$ cat src/rtl/picr_regs.vh
// register offsets, field positions and reset values of the pin/irq config bank
// assumes word-wide register access at the listed offsets
`ifndef PICR_REGS_VH
`define PICR_REGS_VH
`define PICR_OFS_PIN_CTRL 8'h02
`define PICR_OFS_IRQ_MASK 8'h01
`define PICR_OFS_FIFO_THR 8'h06
`define PICR_OFS_REV_ID 8'h08
`define PICR_OFS_TADDR 8'h09
`define PICR_OFS_CLOCK_RATIO_RESULT 8'h0a
`define PICR_OFS_ALT_FN 8'h0b
`define PICR_OFS_CAL_CTRL 8'h50
`define PICR_BIT_POL 0
`define PICR_BIT_DRV 1
`define PICR_BIT_ENA 2
`define PICR_BIT_FIFO_MASK 8
`define PICR_BIT_CAL_EN 5
`define PICR_THR_LSB 8
`define PICR_THR_MSB 13
`define PICR_ALTB_LSB 8
`define PICR_ALTB_MSB 12
`define PICR_ALTA_LSB 0
`define PICR_ALTA_MSB 4
`define PICR_KEY_LSB 8
`define PICR_KEY_MSB 15
`define PICR_KEY_VALUE 8'had
`define PICR_TADDR_LSB 1
`define PICR_TADDR_MSB 7
`define PICR_TADDR_RST 7'h64
`define PICR_MASK_RST 16'h01e0
`define PICR_ALT_LEGACY 5'h00
`define PICR_ALT_IRQ 5'h01
`define PICR_ALT_SLOTS 5'h02
`define PICR_ALT_PA 5'h05
`define PICR_ALT_PB 5'h06
`define PICR_ALT_PAB 5'h07
`define PICR_ALT_DA 5'h0c
`define PICR_ALT_DB 5'h0d
`define PICR_ALT_DAB 5'h0e
`define PICR_ALT_TOG 5'h0f
`define PICR_ALT_ZERO 5'h10
`define PICR_ALT_ONE 5'h11
`define PICR_ALT_OSC 5'h13
`define PICR_PIN_CTRL_RST 3'h0
`define PICR_THR_RST 6'h00
`define PICR_ALT_RST 5'h00
`define PICR_CAL_EN_RST 1'h0
`define PICR_RATIO_RST 12'h000
`define PICR_CAL_CNT_RST 12'h000
`define PICR_CAL_CNT_START 12'h001
`define PICR_RDATA_RST 16'h0000
`endif

$ cat src/rtl/picr_top.v
// pin, fifo-threshold interrupt and configuration register bank
// assumes a simple synchronous register port and slow-clock/timing events in the clk domain
// Notes on behaviour
// [RULE1] disabled pin a floats, status keeps updating
// [RULE2] drive style: always driven or open drain
// [RULE3] polarity bit selects active high or low
// [RULE4] fifo irq when count exceeds threshold
// [RULE5] fifo irq drops itself when count falls
// [RULE6] key byte must accompany target address write
// [RULE7] calibration counts fast cycles over two slow periods
// [RULE8] pin b code zero gives legacy data output
// [RULE9] pin b code one gives masked interrupt
// [RULE10] pin b code two spans first to last slot
// [RULE11] fifo mask bit one blocks the interrupt
// [RULE12] codes five to seven and twelve to fifteen select slot signals
// [RULE13] codes force zero, one, or slow oscillator
// [RULE14] compare re-evaluated after every push and pop
// [RULE15] unkeyed address write keeps previous address
`include "picr_regs.vh"
`default_nettype none
module picr_top #(
  parameter CNT_W = 7,
  parameter [7:0] REV_NUMBER = 8'h01,
  parameter [7:0] PART_IDENTITY = 8'h42
) (
  input wire clk,
  input wire reset,
  input wire ce,
  input wire reg_wr,
  input wire reg_rd,
  input wire [7:0] reg_addr,
  input wire [15:0] reg_wdata,
  output reg [15:0] reg_rdata_ff,
  input wire [CNT_W-1:0] fifo_word_count,
  input wire slow_clk,
  input wire slot_a_pulse,
  input wire slot_b_pulse,
  input wire slot_a_data,
  input wire slot_b_data,
  input wire slot_a_active,
  input wire slot_b_active,
  input wire sample_done,
  input wire legacy_data,
  input wire other_irq,
  output reg pin_a_out_ff,
  output reg pin_a_oe_ff,
  output reg pin_b_out_ff,
  output reg pin_b_oe_ff,
  output reg fifo_irq_ff
);
  // REV_NUMBER and PART_IDENTITY defaults are arbitrary values
  localparam CAL_IDLE = 2'b00;
  localparam CAL_FIRST = 2'b01;
  localparam CAL_SECOND = 2'b10;
  localparam CAL_DONE = 2'b11;
  reg [2:0] pin_ctrl_ff;
  reg [15:0] mask_ff;
  reg [5:0] thr_ff;
  reg [6:0] taddr_ff;
  reg [11:0] ratio_ff;
  reg [4:0] alt_a_ff;
  reg [4:0] alt_b_ff;
  reg cal_en_ff;
  reg [11:0] cal_cnt_ff;
  reg [1:0] cal_state_ff;
  reg slow_d_ff;
  reg tog_ff;
  reg span_ff;
  wire fifo_hit;
  wire irq_gated;
  wire slow_rise;
  wire key_ok;
  wire pin_a_level;
  wire pin_b_level;
  wire wr_pin_ctrl;
  wire wr_mask;
  wire wr_thr;
  wire wr_taddr;
  wire wr_alt;
  wire wr_cal;
  wire rd_take;
  reg [15:0] nxt_rdata;

  function pin_fn;
    input [4:0] code;
    input irq;
    begin
      case (code)
        `PICR_ALT_LEGACY: pin_fn = legacy_data; // [RULE8]
        `PICR_ALT_IRQ: pin_fn = irq; // [RULE9]
        `PICR_ALT_SLOTS: pin_fn = span_ff; // [RULE10]
        `PICR_ALT_PA: pin_fn = slot_a_pulse; // [RULE12]
        `PICR_ALT_PB: pin_fn = slot_b_pulse; // [RULE12]
        `PICR_ALT_PAB: pin_fn = slot_a_pulse | slot_b_pulse; // [RULE12]
        `PICR_ALT_DA: pin_fn = slot_a_data; // [RULE12]
        `PICR_ALT_DB: pin_fn = slot_b_data; // [RULE12]
        `PICR_ALT_DAB: pin_fn = slot_a_data | slot_b_data; // [RULE12]
        `PICR_ALT_TOG: pin_fn = tog_ff; // [RULE12]
        `PICR_ALT_ZERO: pin_fn = 1'b0; // [RULE13]
        `PICR_ALT_ONE: pin_fn = 1'b1; // [RULE13]
        `PICR_ALT_OSC: pin_fn = slow_clk; // [RULE13]
        default: pin_fn = 1'b0; // unsupported codes read as low
      endcase
    end
  endfunction

  // one decoder for every write strobe; the read mux decodes reg_addr in its own case
  function addr_is;
    input [7:0] addr;
    input [7:0] ofs;
    begin
      addr_is = (addr == ofs);
    end
  endfunction

  function [11:0] count_up;
    input [11:0] value;
    begin
      count_up = value + 12'h001;
    end
  endfunction

  // compared every cycle, so each push and pop is reflected next edge
  assign fifo_hit = ({{(8-CNT_W){1'b0}}, fifo_word_count} > {2'b00, thr_ff}); // [RULE4] [RULE14]
  assign irq_gated = (fifo_hit & ~mask_ff[`PICR_BIT_FIFO_MASK]) | other_irq; // [RULE11]
  assign slow_rise = slow_clk & ~slow_d_ff;
  assign key_ok = (reg_wdata[`PICR_KEY_MSB:`PICR_KEY_LSB] == `PICR_KEY_VALUE); // [RULE6]
  assign pin_a_level = pin_fn(alt_a_ff, irq_gated);
  assign pin_b_level = pin_fn(alt_b_ff, irq_gated);
  // ce is folded into every strobe, so a frozen block ignores the host entirely
  assign wr_pin_ctrl = ce & reg_wr & addr_is(reg_addr, `PICR_OFS_PIN_CTRL);
  assign wr_mask = ce & reg_wr & addr_is(reg_addr, `PICR_OFS_IRQ_MASK);
  assign wr_thr = ce & reg_wr & addr_is(reg_addr, `PICR_OFS_FIFO_THR);
  assign wr_taddr = ce & reg_wr & addr_is(reg_addr, `PICR_OFS_TADDR);
  assign wr_alt = ce & reg_wr & addr_is(reg_addr, `PICR_OFS_ALT_FN);
  assign wr_cal = ce & reg_wr & addr_is(reg_addr, `PICR_OFS_CAL_CTRL);
  assign rd_take = ce & reg_rd;

  always @* begin
    nxt_rdata = 16'h0000;
    case (reg_addr)
      `PICR_OFS_PIN_CTRL: nxt_rdata = {13'h0000, pin_ctrl_ff};
      `PICR_OFS_IRQ_MASK: nxt_rdata = mask_ff;
      `PICR_OFS_FIFO_THR: nxt_rdata = {2'b00, thr_ff, 8'h00};
      `PICR_OFS_REV_ID: nxt_rdata = {REV_NUMBER, PART_IDENTITY};
      `PICR_OFS_TADDR: nxt_rdata = {8'h00, taddr_ff, 1'b0};
      `PICR_OFS_CLOCK_RATIO_RESULT: nxt_rdata = {4'h0, ratio_ff};
      `PICR_OFS_ALT_FN: nxt_rdata = {3'b000, alt_b_ff, 3'b000, alt_a_ff};
      `PICR_OFS_CAL_CTRL: nxt_rdata = {10'h000, cal_en_ff, 5'h00};
      default: nxt_rdata = 16'h0000;
    endcase
  end

  // read data is held until the next read, so a slow host may fetch it late
  always @(posedge clk) begin
    if (reset) begin
      reg_rdata_ff <= `PICR_RDATA_RST;
    end else if (rd_take) begin
      reg_rdata_ff <= nxt_rdata;
    end
  end

  always @(posedge clk) begin
    if (reset) begin
      pin_ctrl_ff <= `PICR_PIN_CTRL_RST;
    end else if (wr_pin_ctrl) begin
      pin_ctrl_ff <= reg_wdata[`PICR_BIT_ENA:`PICR_BIT_POL];
    end
  end

  always @(posedge clk) begin
    if (reset) begin
      mask_ff <= `PICR_MASK_RST;
    end else if (wr_mask) begin
      mask_ff <= reg_wdata;
    end
  end

  always @(posedge clk) begin
    if (reset) begin
      thr_ff <= `PICR_THR_RST;
    end else if (wr_thr) begin
      thr_ff <= reg_wdata[`PICR_THR_MSB:`PICR_THR_LSB]; // [RULE4]
    end
  end

  // an unkeyed write leaves the address alone, so a stray write cannot move it
  always @(posedge clk) begin
    if (reset) begin
      taddr_ff <= `PICR_TADDR_RST;
    end else if (wr_taddr && key_ok) begin
      taddr_ff <= reg_wdata[`PICR_TADDR_MSB:`PICR_TADDR_LSB]; // [RULE6] [RULE15]
    end
  end

  always @(posedge clk) begin
    if (reset) begin
      alt_b_ff <= `PICR_ALT_RST;
      alt_a_ff <= `PICR_ALT_RST;
    end else if (wr_alt) begin
      alt_b_ff <= reg_wdata[`PICR_ALTB_MSB:`PICR_ALTB_LSB];
      alt_a_ff <= reg_wdata[`PICR_ALTA_MSB:`PICR_ALTA_LSB];
    end
  end

  always @(posedge clk) begin
    if (reset) begin
      cal_en_ff <= `PICR_CAL_EN_RST;
    end else if (wr_cal) begin
      cal_en_ff <= reg_wdata[`PICR_BIT_CAL_EN];
    end
  end

  // slow clock is taken as synchronous; one delay stage finds its rising edge
  always @(posedge clk) begin
    if (reset) begin
      slow_d_ff <= 1'b0;
    end else if (ce) begin
      slow_d_ff <= slow_clk;
    end
  end

  // calibration: start at a slow rising edge, stop two slow periods later
  always @(posedge clk) begin
    if (reset) begin
      cal_state_ff <= CAL_IDLE;
      cal_cnt_ff <= `PICR_CAL_CNT_RST;
      ratio_ff <= `PICR_RATIO_RST;
    end else if (ce) begin
      if (!cal_en_ff) begin
        cal_state_ff <= CAL_IDLE;
      end else begin
        case (cal_state_ff)
          CAL_IDLE: begin
            if (slow_rise) begin
              cal_state_ff <= CAL_FIRST;
              cal_cnt_ff <= `PICR_CAL_CNT_START;
            end
          end
          CAL_FIRST: begin
            if (slow_rise) begin
              cal_state_ff <= CAL_SECOND;
            end
            cal_cnt_ff <= count_up(cal_cnt_ff); // [RULE7]
          end
          CAL_SECOND: begin
            if (slow_rise) begin
              ratio_ff <= cal_cnt_ff; // [RULE7]
              cal_state_ff <= CAL_DONE;
            end else begin
              cal_cnt_ff <= count_up(cal_cnt_ff); // [RULE7]
            end
          end
          // one result per enable: clear and set the bit again to measure again
          CAL_DONE: cal_state_ff <= CAL_DONE;
          default: cal_state_ff <= CAL_IDLE;
        endcase
      end
    end
  end

  always @(posedge clk) begin
    if (reset) begin
      tog_ff <= 1'b0;
      span_ff <= 1'b0;
    end else if (ce) begin
      if (sample_done) begin
        tog_ff <= ~tog_ff; // [RULE12]
      end
      // span follows the union of active slots: first start to last end
      span_ff <= slot_a_active | slot_b_active; // [RULE10]
    end
  end

  // level only, no sticky bit: the output drops as soon as the count falls
  always @(posedge clk) begin
    if (reset) begin
      fifo_irq_ff <= 1'b0;
    end else if (ce) begin
      fifo_irq_ff <= fifo_hit & ~mask_ff[`PICR_BIT_FIFO_MASK]; // [RULE5] [RULE11]
    end
  end

  always @(posedge clk) begin
    if (reset) begin
      pin_a_out_ff <= 1'b0;
      pin_a_oe_ff <= 1'b0;
    end else if (ce) begin
      pin_a_out_ff <= pin_a_level ^ pin_ctrl_ff[`PICR_BIT_POL]; // [RULE3]
      // open drain drives only while asserted; disable floats regardless
      pin_a_oe_ff <= pin_ctrl_ff[`PICR_BIT_ENA] &
        (~pin_ctrl_ff[`PICR_BIT_DRV] | pin_a_level); // [RULE1] [RULE2]
    end
  end

  always @(posedge clk) begin
    if (reset) begin
      pin_b_out_ff <= 1'b0;
      pin_b_oe_ff <= 1'b0;
    end else if (ce) begin
      // pin b has no enable, drive or polarity control of its own
      pin_b_out_ff <= pin_b_level;
      pin_b_oe_ff <= 1'b1;
    end
  end
endmodule
`default_nettype wire

$ cat config.mk
export PLATFORM = sky130hd
export DESIGN_NAME = picr_top
export DESIGN_NICKNAME = d
export VERILOG_FILES = /design/src/rtl/picr_top.v
export VERILOG_INCLUDE_DIRS = /design/src /design/src/rtl
export SDC_FILE = /design/constraint.sdc
export NUM_CORES = 1
export LEC_CHECK = 0
export ABC_AREA = 1
export BUFFER_PORTS_ARGS = -buffer_cell sky130_fd_sc_hd__buf_2
export CAP_MARGIN = 20
export CORE_MARGIN = 2
export CORE_UTILIZATION = 57
export DETAILED_ROUTE_END_ITERATION = 16
export PLACE_DENSITY_LB_ADDON = 0.3
export SKIP_CTS_REPAIR_TIMING = 1
export SLEW_MARGIN = 10
export SYNTH_ARGS = -nofsm -noshare
export SYNTH_HDL_FRONTEND = slang
export SYNTH_SLANG_ARGS = --single-unit
$ cat constraint.sdc
create_clock -name clk -period 1.9 [get_ports clk]
set_input_delay 0.095 -clock clk [delete_from_list [all_inputs] [get_ports clk]]
set_output_delay 0.095 -clock clk [all_outputs]
set_load 0.05 [all_outputs]
==> results of run 1 <==
==> cell usage in the layout, fill, tap and decap left out, types with 4 or more instances in the layout <==
master	instances
sky130_fd_sc_hd__nor2_1	80
sky130_fd_sc_hd__o21ai_0	73
sky130_fd_sc_hd__ha_1	12
sky130_fd_sc_hd__a21oi_1	65
sky130_fd_sc_hd__buf_4	8
sky130_fd_sc_hd__nand4_1	15
sky130_fd_sc_hd__clkbuf_8	10
sky130_fd_sc_hd__nor3_1	8
sky130_fd_sc_hd__dlygate4sd3_1	4
sky130_fd_sc_hd__nand3_1	32
sky130_fd_sc_hd__inv_1	61
sky130_fd_sc_hd__dfxtp_1	93
sky130_fd_sc_hd__nor2_2	7
sky130_fd_sc_hd__o21ai_1	4
sky130_fd_sc_hd__inv_2	6
sky130_fd_sc_hd__nand2_1	134
sky130_fd_sc_hd__buf_2	66
==> per-stage QoR <==
step           util [%]  hold WS (ps)  area (um2)  cells  power [mW]
2_1_floorplan         -           164        4530    643        2.16
3_3_place_gp       63.8           313        4930    799        2.27
3_5_place_dp       63.8           322        4930    799        2.28
4_1_cts            66.4         -50.4        5130    815        3.58
5_1_grt            67.0          7.16        5170    819        3.70
6_report           67.0         -12.6        5170    819        3.60
==> layer usage <==
metal / up-vias / global-route usage, % / wire, um / share of wire, %
met5: - / 0 / 0 / 0
met4: 0 / 9.07 / 180 / 1.5
met3: 21 / 3.63 / 874 / 7.2
met2: 207 / 46.6 / 5580 / 46
met1: 2079 / 41.2 / 5540 / 46
li1: 2253 / - / - / -
==> final cells by class <==
| class | count | area, um2 |
|---|---|---|
| clock buffer | 10 | 138 |
| clock inverter | 6 | 62.6 |
| fill | 685 | 2550 |
| inverter | 68 | 256 |
| multi-input combinational | 462 | 2300 |
| sequential | 93 | 1860 |
| tap | 102 | 128 |
| timing repair buffer | 78 | 430 |
==> cells by family (layout without fill, tap and decap cells) <==
family	count (synthesis)	in the layout	share of synthesized area [%]
AOI/OAI and AO/OA	155	155	18.2
xor gates and xnor gates	1	1	0.193
adders and majority gates	12	12	3.32
buffers and inverters	88	162	8.21
DFF	93	93	41.1
and+or+nand+nor	294	294	28.9
==> path summary, 6_finish.rpt <==
kind / start / end / slack, ps / cells after the start
worst min register to register: mask_ff[14] / reg_rdata_ff[14] / 460 / 2
worst max-delay path: cal_state_ff[0] / cal_cnt_ff[10] / 170 / 10
worst max register to register: cal_state_ff[0] / cal_cnt_ff[10] / 170 / 10
worst min-delay path: reg_wdata[13] / mask_ff[13] / -10 / 3
==> where the power goes <==
part | leakage, nW | total (mW) | switching (mW) | internal [mW]
Sequential | 0.751 | 1.97 | 0.00690 | 1.96
Clock | 0.0943 | 1.36 | 0.718 | 0.639
Combinational | 1.40 | 0.273 | 0.184 | 0.0889
Total | 2.25 | 3.60 | 0.909 | 2.69
==> worst max-delay path, cell delays in order, from the launching register on <==
cell and delay (ps):
sky130_fd_sc_hd__dfxtp_1 410, sky130_fd_sc_hd__inv_1 90, sky130_fd_sc_hd__ha_1 210, sky130_fd_sc_hd__nand3_1 150, sky130_fd_sc_hd__nand3_4 140, sky130_fd_sc_hd__nor3_2 150, sky130_fd_sc_hd__nand2_1 120, sky130_fd_sc_hd__nor2_2 160
sky130_fd_sc_hd__nand3_1 90, sky130_fd_sc_hd__nand2_1 70, sky130_fd_sc_hd__a21oi_1 40
==> flip-flops by register name, indices dropped and copies added, names as in the netlist, 2 cells and up <==
name          count
taddr_ff          7
cal_cnt_ff       12
pin_ctrl_ff       3
reg_rdata_ff     16
ratio_ff         12
cal_state_ff      2
mask_ff          16
thr_ff            6
alt_b_ff          5
alt_a_ff          5
==> summary.md, run 1 <==
The routed design could run at a clock period as short as 1730 ps. In this run the worst hold path is classified as input port to register. The number of hold violations in the final report is 5, and the pin count of the biggest net entering global routing is 63. Die footprint: 8670 um2.

The final critical path takes up 91.0% of the cycle. Buffer type at the clock tree root: sky130_fd_sc_hd__clkbuf_8. Measured against its own limit, the worst slew margin works out to 61.9%. The synthesized netlist occupies a cell area of 4530 um2. The total iterations of the first detailed-routing run is 5, and the average cell area after synthesis is 7.04 um2. Across every metal layer, demand over resource in global routing totals 29.1%.

Summing the sequential cell areas from Yosys gives 41.1% of the chip area. The logs give 643 for the number of instances in the synthesized netlist and 0 for the number of nets with antenna violations after routing. The initialized floorplan defines 32 standard-cell rows. Counting flops with a built-in enable in the synthesized netlist gives 0.

At the later pin of the worst-skew pair, clock insertion delay measures 360 ps. Dividing the detail-routed wire length by the instance count gives 14.9 um. Buffers inserted during clock tree synthesis total 9. Number of top-level pins: 67. Port buffering added 66 buffers.

Setup TNS after final layout: 0 ps. In the synthesized netlist the dominant register cell turns out to be sky130_fd_sc_hd__dfxtp_1. The checks that failed: negative hold slack. DRC violations left: 0. The logs give -12.6 ps for the post-route worst hold slack and 0 for the overflow left after global routing. Setup repair after global routing left no endpoint under its margin. Once the floorplan was initialized, standard cells occupied 58.6% of the core. In this run, the number of DRC markers left after iteration 0 of detailed routing was 390. Summed over its instances, the top area cell type makes up 41.1% of the synthesized netlist area. STA classifies the critical path endpoint as a register. The total length of routed wires was 12.2 mm. Counting instances in the post-synthesis netlist gives the leading cell types as sky130_fd_sc_hd__nand2_1 (134), sky130_fd_sc_hd__dfxtp_1 (93), sky130_fd_sc_hd__nor2_1 (81).

The share of final-layout standard cells stronger than drive strength 1 works out to 16.9%. Dividing total power by cell area gives a power density of 696 nW/um2. At the worst endpoint, the required time is 2160 ps.

The number of maximum-capacitance violations came out at 0. For this run, the post-layout net count is 770. The number of global-route vias before repair is 4,225.

The run finished, with violations left. During synthesis, Yosys emitted a total of 0 warnings. The tools report the static power due to leakage as 2.25 nW. For the overall via count from detail_route, the log shows 4,560. For this design, the sink count on the clock tree is 93.

The worst setup path category was register to register. The post-placement worst setup slack was 197 ps. Data on the critical path arrives at its endpoint at 1990 ps. First-pass GRT wire length: 20.1 mm. TritonCTS built the clock tree. For the number of max-slew violations in the final report, the log shows 0.

In the post-synthesis netlist, the biggest area contributors are sky130_fd_sc_hd__dfxtp_1 (41%), sky130_fd_sc_hd__nand2_1 (11%), sky130_fd_sc_hd__o21ai_0 (8.1%). In this run, synthesis produced a sequential element count of 93. Clock-pin slew was measured on the worst setup and hold paths at 90 ps. The height of the die was 93.1 um.

The setup clock skew after layout was 4.75 ps; the worst supply voltage drop on vdd was 0.000470 V. The library cell with the highest instance count after synthesis is sky130_fd_sc_hd__nand2_1. No sink is reached through more buffers than the 2 on the longest clock path. Synthesis produced a netlist with a net count of 701.

The top cell type by total area after synthesis was sky130_fd_sc_hd__dfxtp_1. The antenna cell count is 0. The area of the core was 7730 um2; the share of flip-flops with an asynchronous set or reset after synthesis was 0%.

Detailed placement finished with a half-perimeter wire length of 8.66 mm. Counting distinct cell types in the post-synthesis netlist gives 39. The initial antenna violation count was 0. The tools report the maximum clock frequency as 578 MHz. The global placer's final weighted congestion came out at 0.937.

Worst-case setup margin in the final layout: 171 ps. The worst-margin pin slew came out at 571 ps. The die is 93.1 um wide.

In the routed layout, each cell is associated on average with a via count of 5.57. The maximum fanout along the worst path was 8. The kind of start point of the critical path is a register. Relative to the synthesized area, the layout overhead comes to 14.3%. The number of H-tree levels was 3.

Setup violations remaining at the end of the flow were counted as 0.
Power figures use the tool's default switching activity.
==> run 2, diff against run 1 <==
Settings changed: GPL_ROUTABILITY_DRIVEN set to 1, RECOVER_POWER set to 100, SLEW_MARGIN 10 to 25.
==> run 2 against run 1 <==
  * The flow still finishes with violations (negative hold slack)
  * Cell count did not move
  * Non-clock buffer count did not move
  * Sequential cell count did not move
  * Clock power barely moved
  * Critical endpoint is now cal_cnt_ff[7]
  * Largest cell class unchanged
  * Highest routed layer unchanged
==> summary.md, run 2 (synthesized netlist as in run 1, its figures left out) <==
For this run, the number of standard cells in the final layout without fillers is 819. Setup repair after global routing left no endpoint under its margin. The category of cells accounting for the largest share of critical-path delay is simple AND/OR/NAND/NOR gates. The worst register-to-register path begins at cal_state_ff[0]. For met2 alone, demand over resource in global routing was 46.6%. The startpoint of the most critical hold path was reg_wdata[13]. Internal power comes to 2.69 mW.

TritonCTS built the clock tree. The run gives 54.8% as the fraction of power consumed by sequential logic. The tools report the area of the core as 7730 um2.

In the routed design, unresolved DRC markers number 0. The hold-critical path depth works out to 3. Entering global routing, the biggest net connects 63 pins.

Number of cells on the worst reg-to-reg path: 8. Setup total negative slack on the finished layout was measured at 0 ps. From bottom edge to top edge, the die measures 93.1 um.

The top cell types in the final layout, fill and taps aside, are sky130_fd_sc_hd__nand2_1 (134), sky130_fd_sc_hd__dfxtp_1 (93), sky130_fd_sc_hd__nor2_1 (81), sky130_fd_sc_hd__o21ai_0 (77), sky130_fd_sc_hd__a21oi_1 (65). For the global-route usage over all layers, the log shows 29.1%. For the worst setup path, the data required time is 2160 ps.

The post-route worst hold slack was -18.6 ps; the number of global-route vias before repair was 4,225. In this run the worst path has a maximum fanout of 8. Share of final-layout standard cells stronger than drive strength 1: 13.0%. Class of the most critical hold timing path: input port to register. The die boundary width is 93.1 um. For the pin with the worst max-slew slack, the measured transition is 1090 ps.

For the number of nets in the final layout, the log shows 770. STA puts the critical path data arrival time at 2020 ps. The setup check on the worst reg-to-reg path leaves a slack of 140 ps. The detail route stage leaves a number of antenna-violating nets equal to 0.

For hold timing, the worst endpoint is mask_ff[13]. Global routing consumed, on the met3 layer, 3.63% of the routing resources. The switching share of power is 25.2%. In this run the static leakage power is 2.15 nW. The global routing stage identified its most utilized layer as met2.

The met1 routing resource usage after global routing came out at 41.2%. The share of power burned in combinational logic was 7.5%; the summed area of non-filler cells in the final layout was 5130 um2. The total iterations of the first detailed-routing run came out at 5.

The number of max-slew violations in the final report is 0. The buffers plus inverters on the worst setup path works out to 1. By startpoint and endpoint, the worst setup path is classified as register to register. For the maximum clock frequency, the log shows 567 MHz. Area added between synthesis and finish: 13.3%.

Including well taps, the total number of placed cells is 799. Dividing the detail-routed wire length by the instance count gives 14.9 um. The tree built by TritonCTS fans out to 93 sinks.

The tools report the number of maximum-capacitance violations as 0. Routability-driven placement finished with a final weighted congestion of 0.937. The run gives 3 as the number of H-tree levels. Dividing the final minimum period by the clock period gives 92.9%. On the worst path, the slowest cell contributes a delay of 420 ps.

The placed instances occupy a cell area of 4930 um2. The flow ran to the end, but the final reports show violations. The final reports fail on negative hold slack. The endpoint identified for the worst register-to-register timing path is cal_cnt_ff[7]. Of the total power, the clock network draws 37.7%. The CTS buffer count came out at 9.

The library cell used most frequently in the layout, excluding fill and tap cells, is sky130_fd_sc_hd__nand2_1. Using the TritonRoute via totals, the vias-per-cell ratio works out to 5.58. The maximum clock insertion buffer count is 2. The buffer type at the clock tree root was sky130_fd_sc_hd__clkbuf_8. The reported net switching power was 0.903 mW; the number of input and output port buffers inserted was 66. The violation count after the first detailed-route iteration was 421; the initial core utilization was 58.6%. The clock period could shrink to 1760 ps.

The signal on the critical path passes through inv_1 > ha_1 > nand3_1 > nand3_4 > nor2_1 > nand4_2 > o21ai_0 > a21oi_1. The logs give 0 for the initial antenna violation count and 4,574 for the overall via count from detail_route. The number of antenna diodes in the final layout is 0. The number of hold violations in the final report is 4. The largest registers in the layout are mask_ff: 16 flops, reg_rdata_ff: 16 flops.

The wire-length estimate of the detail-placed layout is 8.66 mm. For the die footprint, the log shows 8670 um2. The first global-routing pass estimated 20.1 mm of wire. For this design the ratio of total power to cell area is 700 nW/um2. At the later pin of the worst-skew pair, clock insertion delay measures 370 ps.

After clock tree synthesis, the clock-pin slew on the worst setup and hold paths is 90 ps. The kind of start point of the critical path was a register. Library cell contributing the largest single delay on the critical path: sky130_fd_sc_hd__dfxtp_1.

The floorplan has 32 rows. Summed over all layers, the global routing overflow is 0. The tools report the total length of routed wires as 12.2 mm. The worst supply voltage drop on vdd is 0.000470 V. For the setup clock skew after layout, the log shows 5.92 ps. Setup violations remaining at the end of the flow were counted as 0. In this run the tightest slew margin relative to its limit is 27.3%. For this design the top-level I/O count stands at 67. The endpoint kind of the worst setup timing path is a register.
[run 2: power by group through the flow]
stage | combinational (mW) | sequential, mW | clock (mW)
floorplan | 0.121 | 2.04 | 0
global placement | 0.256 | 2.01 | 0
detailed placement | 0.262 | 2.01 | 0
CTS | 0.263 | 1.97 | 1.35
global route | 0.296 | 1.97 | 1.43
finish | 0.269 | 1.97 | 1.35
[run 2: per-layer routing]
metal	up-vias	routed length [um]
met1	2107	5520
met2	196	5590
met3	14	937
met4	0	132
met5	-	0
li1	2257	-
[run 2: stage by stage]
stage	utilization [%]	hold slack [ps]	worst slack, ps	power, mW
6_report	66.4	-18.6	135	3.59
5_1_grt	66.4	7.16	9.59	3.69
4_1_cts	66.4	-50.4	193	3.58
3_5_place_dp	63.8	322	197	2.28
3_3_place_gp	63.8	313	263	2.27
2_1_floorplan	-	164	354	2.16
[run 2: cell type report]
class / count / area, um2
fill: 703 / 2600
sequential: 93 / 1860
clock buffer: 10 / 138
inverter: 68 / 256
timing repair buffer: 78 / 398
clock inverter: 6 / 62.6
multi-input combinational: 462 / 2280
tap: 102 / 128
[run 2: worst max-delay path by stage]
stage                                from             end  slack (ps)  cells past startpoint
after global placement    cal_state_ff[0]  cal_cnt_ff[10]         260                     10
after global routing            thr_ff[5]     pin_a_oe_ff          10                     11
after CTS                 cal_state_ff[0]  cal_cnt_ff[10]         190                     10
after floorplan           cal_state_ff[0]  cal_cnt_ff[10]         350                     10
after detailed placement  cal_state_ff[0]  cal_cnt_ff[10]         200                     10
final                     cal_state_ff[0]   cal_cnt_ff[7]         140                      8
[run 2: worst reg2reg max path: stages (launching register included)]
cell and delay (ps):
sky130_fd_sc_hd__dfxtp_1 420, sky130_fd_sc_hd__inv_1 90, sky130_fd_sc_hd__ha_1 220, sky130_fd_sc_hd__nand3_1 150
sky130_fd_sc_hd__nand3_4 130, sky130_fd_sc_hd__nor2_1 210, sky130_fd_sc_hd__nand4_2 150, sky130_fd_sc_hd__o21ai_0 220
sky130_fd_sc_hd__a21oi_1 60
==> run 3, diff against run 2 <==
Settings changed: ABC_AREA 1 to not set, ABC_CLOCK_PERIOD_IN_PS set to 1480, CORE_UTILIZATION 57 to 51.
Clock period 1.9 ns to 1.48 ns, I/O delays scaled along.
==> run 3 against run 2 <==
  * The run ends with negative hold slack, negative setup slack left
  * Synthesized cell count down 16%
  * Register-to-register slack got worse by 560 ps
  * Sequential cell count is the same
  * Worst setup slack worse by 560 ps
  * Die area up 9.9%
  * Cell count fell by 2.2%
  * Total power rose by 39%
  * Largest cell class unchanged
==> summary.md, run 3 <==
The logs give 75.5% for the final cell utilization of the core and 0.859 for the global placer's final weighted congestion. Across the routed clock network, the largest skew measured is 17.9 ps. The tools report the global-route usage over all layers as 26.3%.

Fill cells in the final layout number 592. The run finished, with violations left. The die covers 9530 um2.

Detailed placement ended at an HPWL of 9.57 mm. Share of the clock period used by the worst path after layout: 129%. The die is 97.6 um wide. TritonCTS built the clock tree. The top cell type by total area after synthesis was sky130_fd_sc_hd__dfxtp_1. Of all nets on the critical path, the largest fanout is 3.

Startpoint of the most critical hold path: reg_wdata[8]. The detailed router finished its first iteration with 379 violations. In the final routed layout, each cell accounts on average for 19.4 um.

Data arrives at the worst endpoint at 2210 ps. The number of nets handed over by synthesis was 595. In this run the tool buffered the top-level ports with 66 buffer cells.

The floorplan has 34 rows. The total number of yosys warnings was 0. The non-filler instance count after layout is 801, and the per-cell via count in the routed design is 6.06. The startpoint identified for the worst register-to-register timing path is thr_ff[4].

The register-to-register setup slack came out at -430 ps. Most common library cell in the layout ignoring fill and taps: sky130_fd_sc_hd__dfxtp_1. The overflow left after global routing is 0. STA classifies the critical path startpoint as a register.

Dividing the synthesized area by the synthesized cell count gives 8.33 um2. The number of instances in the synthesized netlist was 537; the share of flip-flops with an asynchronous set or reset after synthesis was 0%. The tools report the number of global-route vias before repair as 4,254. The largest registers in the layout are mask_ff: 16 flops, reg_rdata_ff: 16 flops. The number of antenna diodes in the final layout is 0.

No sink is reached through more buffers than the 2 on the longest clock path. The final-report setup violation count was 74. The smallest clock period supported by the final layout is computed as 1910 ps.

The summed area of non-filler cells in the final layout is 6480 um2. Share of final-layout standard cells stronger than drive strength 1: 36.8%. Before CTS, the worst setup slack after placement is -589 ps. Number of nets with antenna violations after routing: 0. The die is 97.6 um tall. After detailed routing, the number of remaining DRC violations is 0.

For this run, the top clock speed supported by timing is 524 MHz. The logs give -427 ps for the worst-case setup margin in the final layout and 52.0% for the initial core utilization. For the number of maximum-capacitance violations, the log shows 0.

Among all flip-flop cells after synthesis, the most frequent one is sky130_fd_sc_hd__dfxtp_1. For hold timing, the worst endpoint is mask_ff[8]. The run gives 2 as the number of hold violations in the final report.

The logs give 48 for the pin count of the biggest net entering global routing and 4,854 for the overall via count from detail_route. In this run the power density over the cells is 770 nW/um2. The first-pass GRT wire length came out at 20.3 mm. For the post-route worst hold slack, the log shows -24.9 ps.

Sequential elements use 41.6% of the synthesized area. Leaving out fill and tap cells, the most frequent cells in the layout are sky130_fd_sc_hd__dfxtp_1 (87), sky130_fd_sc_hd__buf_4 (67), sky130_fd_sc_hd__nor2_1 (65), sky130_fd_sc_hd__nand2_1 (63), sky130_fd_sc_hd__buf_2 (44). Sorting the synthesized cells by area gives the leading types as sky130_fd_sc_hd__dfxtp_1 (42%), sky130_fd_sc_hd__mux2i_1 (7.6%), sky130_fd_sc_hd__nand2_1 (6.4%). The final layout contains routed wiring with a total length of 15.6 mm.

The worst setup path is of the register to register kind. In this run the cell area measured after placement is 5530 um2. Counting instances, the worst hold path has a depth of 3. The final layout contains 746 nets. Counting the buffers created by CTS gives 9. Normalized max-slew margin: 54.9%.

The required time reported for the critical path endpoint was 1780 ps; the worst-margin pin slew was 668 ps. Number of max-slew violations in the final report: 0. The area added between synthesis and finish was 45.0%; the number of cells on the worst reg-to-reg path was 8.

In the synthesized netlist, the cells that appear most often are sky130_fd_sc_hd__dfxtp_1 (93), sky130_fd_sc_hd__nand2_1 (76), sky130_fd_sc_hd__nor2_1 (69). After detailed placement, the design holds a cell count of 758. Summed over its instances, the top area cell type makes up 41.6% of the synthesized netlist area.

For the worst supply voltage drop on vdd, the log shows 0.000693 V. The number of different library cells used by synthesis comes to 55. sky130_fd_sc_hd__dfxtp_1 is the most common cell in the netlist.

The root buffer cell chosen for the clock tree is sky130_fd_sc_hd__clkbuf_8. The later pin in the worst-skew pair is clocked with a latency of 380 ps. Setup repair after global routing could not meet its margin everywhere. 67 I/O pins were placed. Counting flops and latches in the post-synthesis netlist gives 93.

For the initial antenna violation count, the log shows 0. The netlist area before placement came out at 4470 um2. The checks that failed: negative hold slack, negative setup slack. Clock-pin slew was measured on the worst setup and hold paths at 100 ps. The endpoint kind of the worst setup timing path is a register. The static power due to leakage came out at 2.66 nW.

The area of the core was 8590 um2; the number of H-tree levels was 3. The class of the most critical hold timing path was input port to register. The destination of the worst register-to-register timing path is pin_a_out_ff. The number of enable-type register cells in the synthesized netlist was 0. In the final timing run, aggregate negative setup slack is -16,210 ps. The first detailed-routing pass took 5 iterations.

The clock drives 93 sinks.
[run 3: worst max-delay path, cell delays in order (launching register included)]
cell and delay [ps]:
sky130_fd_sc_hd__dfxtp_2 340, sky130_fd_sc_hd__inv_2 40, sky130_fd_sc_hd__ha_4 210, sky130_fd_sc_hd__a21o_1 190, sky130_fd_sc_hd__a211oi_2 290, sky130_fd_sc_hd__a211oi_4 130
sky130_fd_sc_hd__a211o_1 350, sky130_fd_sc_hd__xnor2_2 140, sky130_fd_sc_hd__o21ai_1 140
[run 3: through the flow]
step / power (mW) / hold slack (ps)
floorplan: 2.88 / 195
global placement: 3.11 / 320
detailed placement: 3.12 / 323
CTS: 4.86 / -61.5
global route: 5.11 / -5.06
finish: 4.99 / -24.9
[run 3: kinds of logic after synthesis]
family	count (synthesis)	synth area share [%]
simple gates	226	24.5
compound gates	107	15.7
flops	93	41.6
buf+inv	52	4.56
mux	36	8.11
fa+ha+maj	12	3.36
xor+xnor	11	2.15
[run 3: worst max-delay path by stage]
stage                 from            to  slack, ps  cells past startpoint
2_1_floorplan  reg_addr[5]   taddr_ff[2]       -480                      6
3_3_place_gp   reg_addr[5]   taddr_ff[2]       -570                      7
3_5_place_dp   reg_addr[5]   taddr_ff[5]       -590                      7
4_1_cts          thr_ff[4]  pin_b_out_ff       -510                      9
5_1_grt          thr_ff[4]  pin_a_out_ff       -530                      8
6_report         thr_ff[4]  pin_a_out_ff       -430                      8
[run 3: power by group]
part / switching (mW) / internal (mW)
Sequential: 0.0195 / 2.53
Combinational: 0.379 / 0.238
Clock: 0.956 / 0.874
Total: 1.35 / 3.64
[run 3: area by class of cell]
| class | count | area, um2 | share of cell area, % |
|---|---|---|---|
| clock buffer | 11 | 151 | 2.33 |
| sequential | 93 | 1870 | 28.9 |
| multi-input combinational | 392 | 2900 | 44.7 |
| timing repair buffer | 174 | 1290 | 19.9 |
| inverter | 18 | 72.6 | 1.12 |
| tap | 108 | 135 | 2.08 |
| clock inverter | 5 | 58.8 | 0.907 |
[run 3: per-layer routing]
| metal | track usage, % | vias up | share of wire, % |
|---|---|---|---|
| met5 | 0 | - | 0 |
| met4 | 12.8 | 0 | 6.3 |
| met3 | 3.60 | 95 | 6.9 |
| met2 | 44.8 | 280 | 49 |
| met1 | 32.8 | 2289 | 38 |
| li1 | - | 2190 | - |
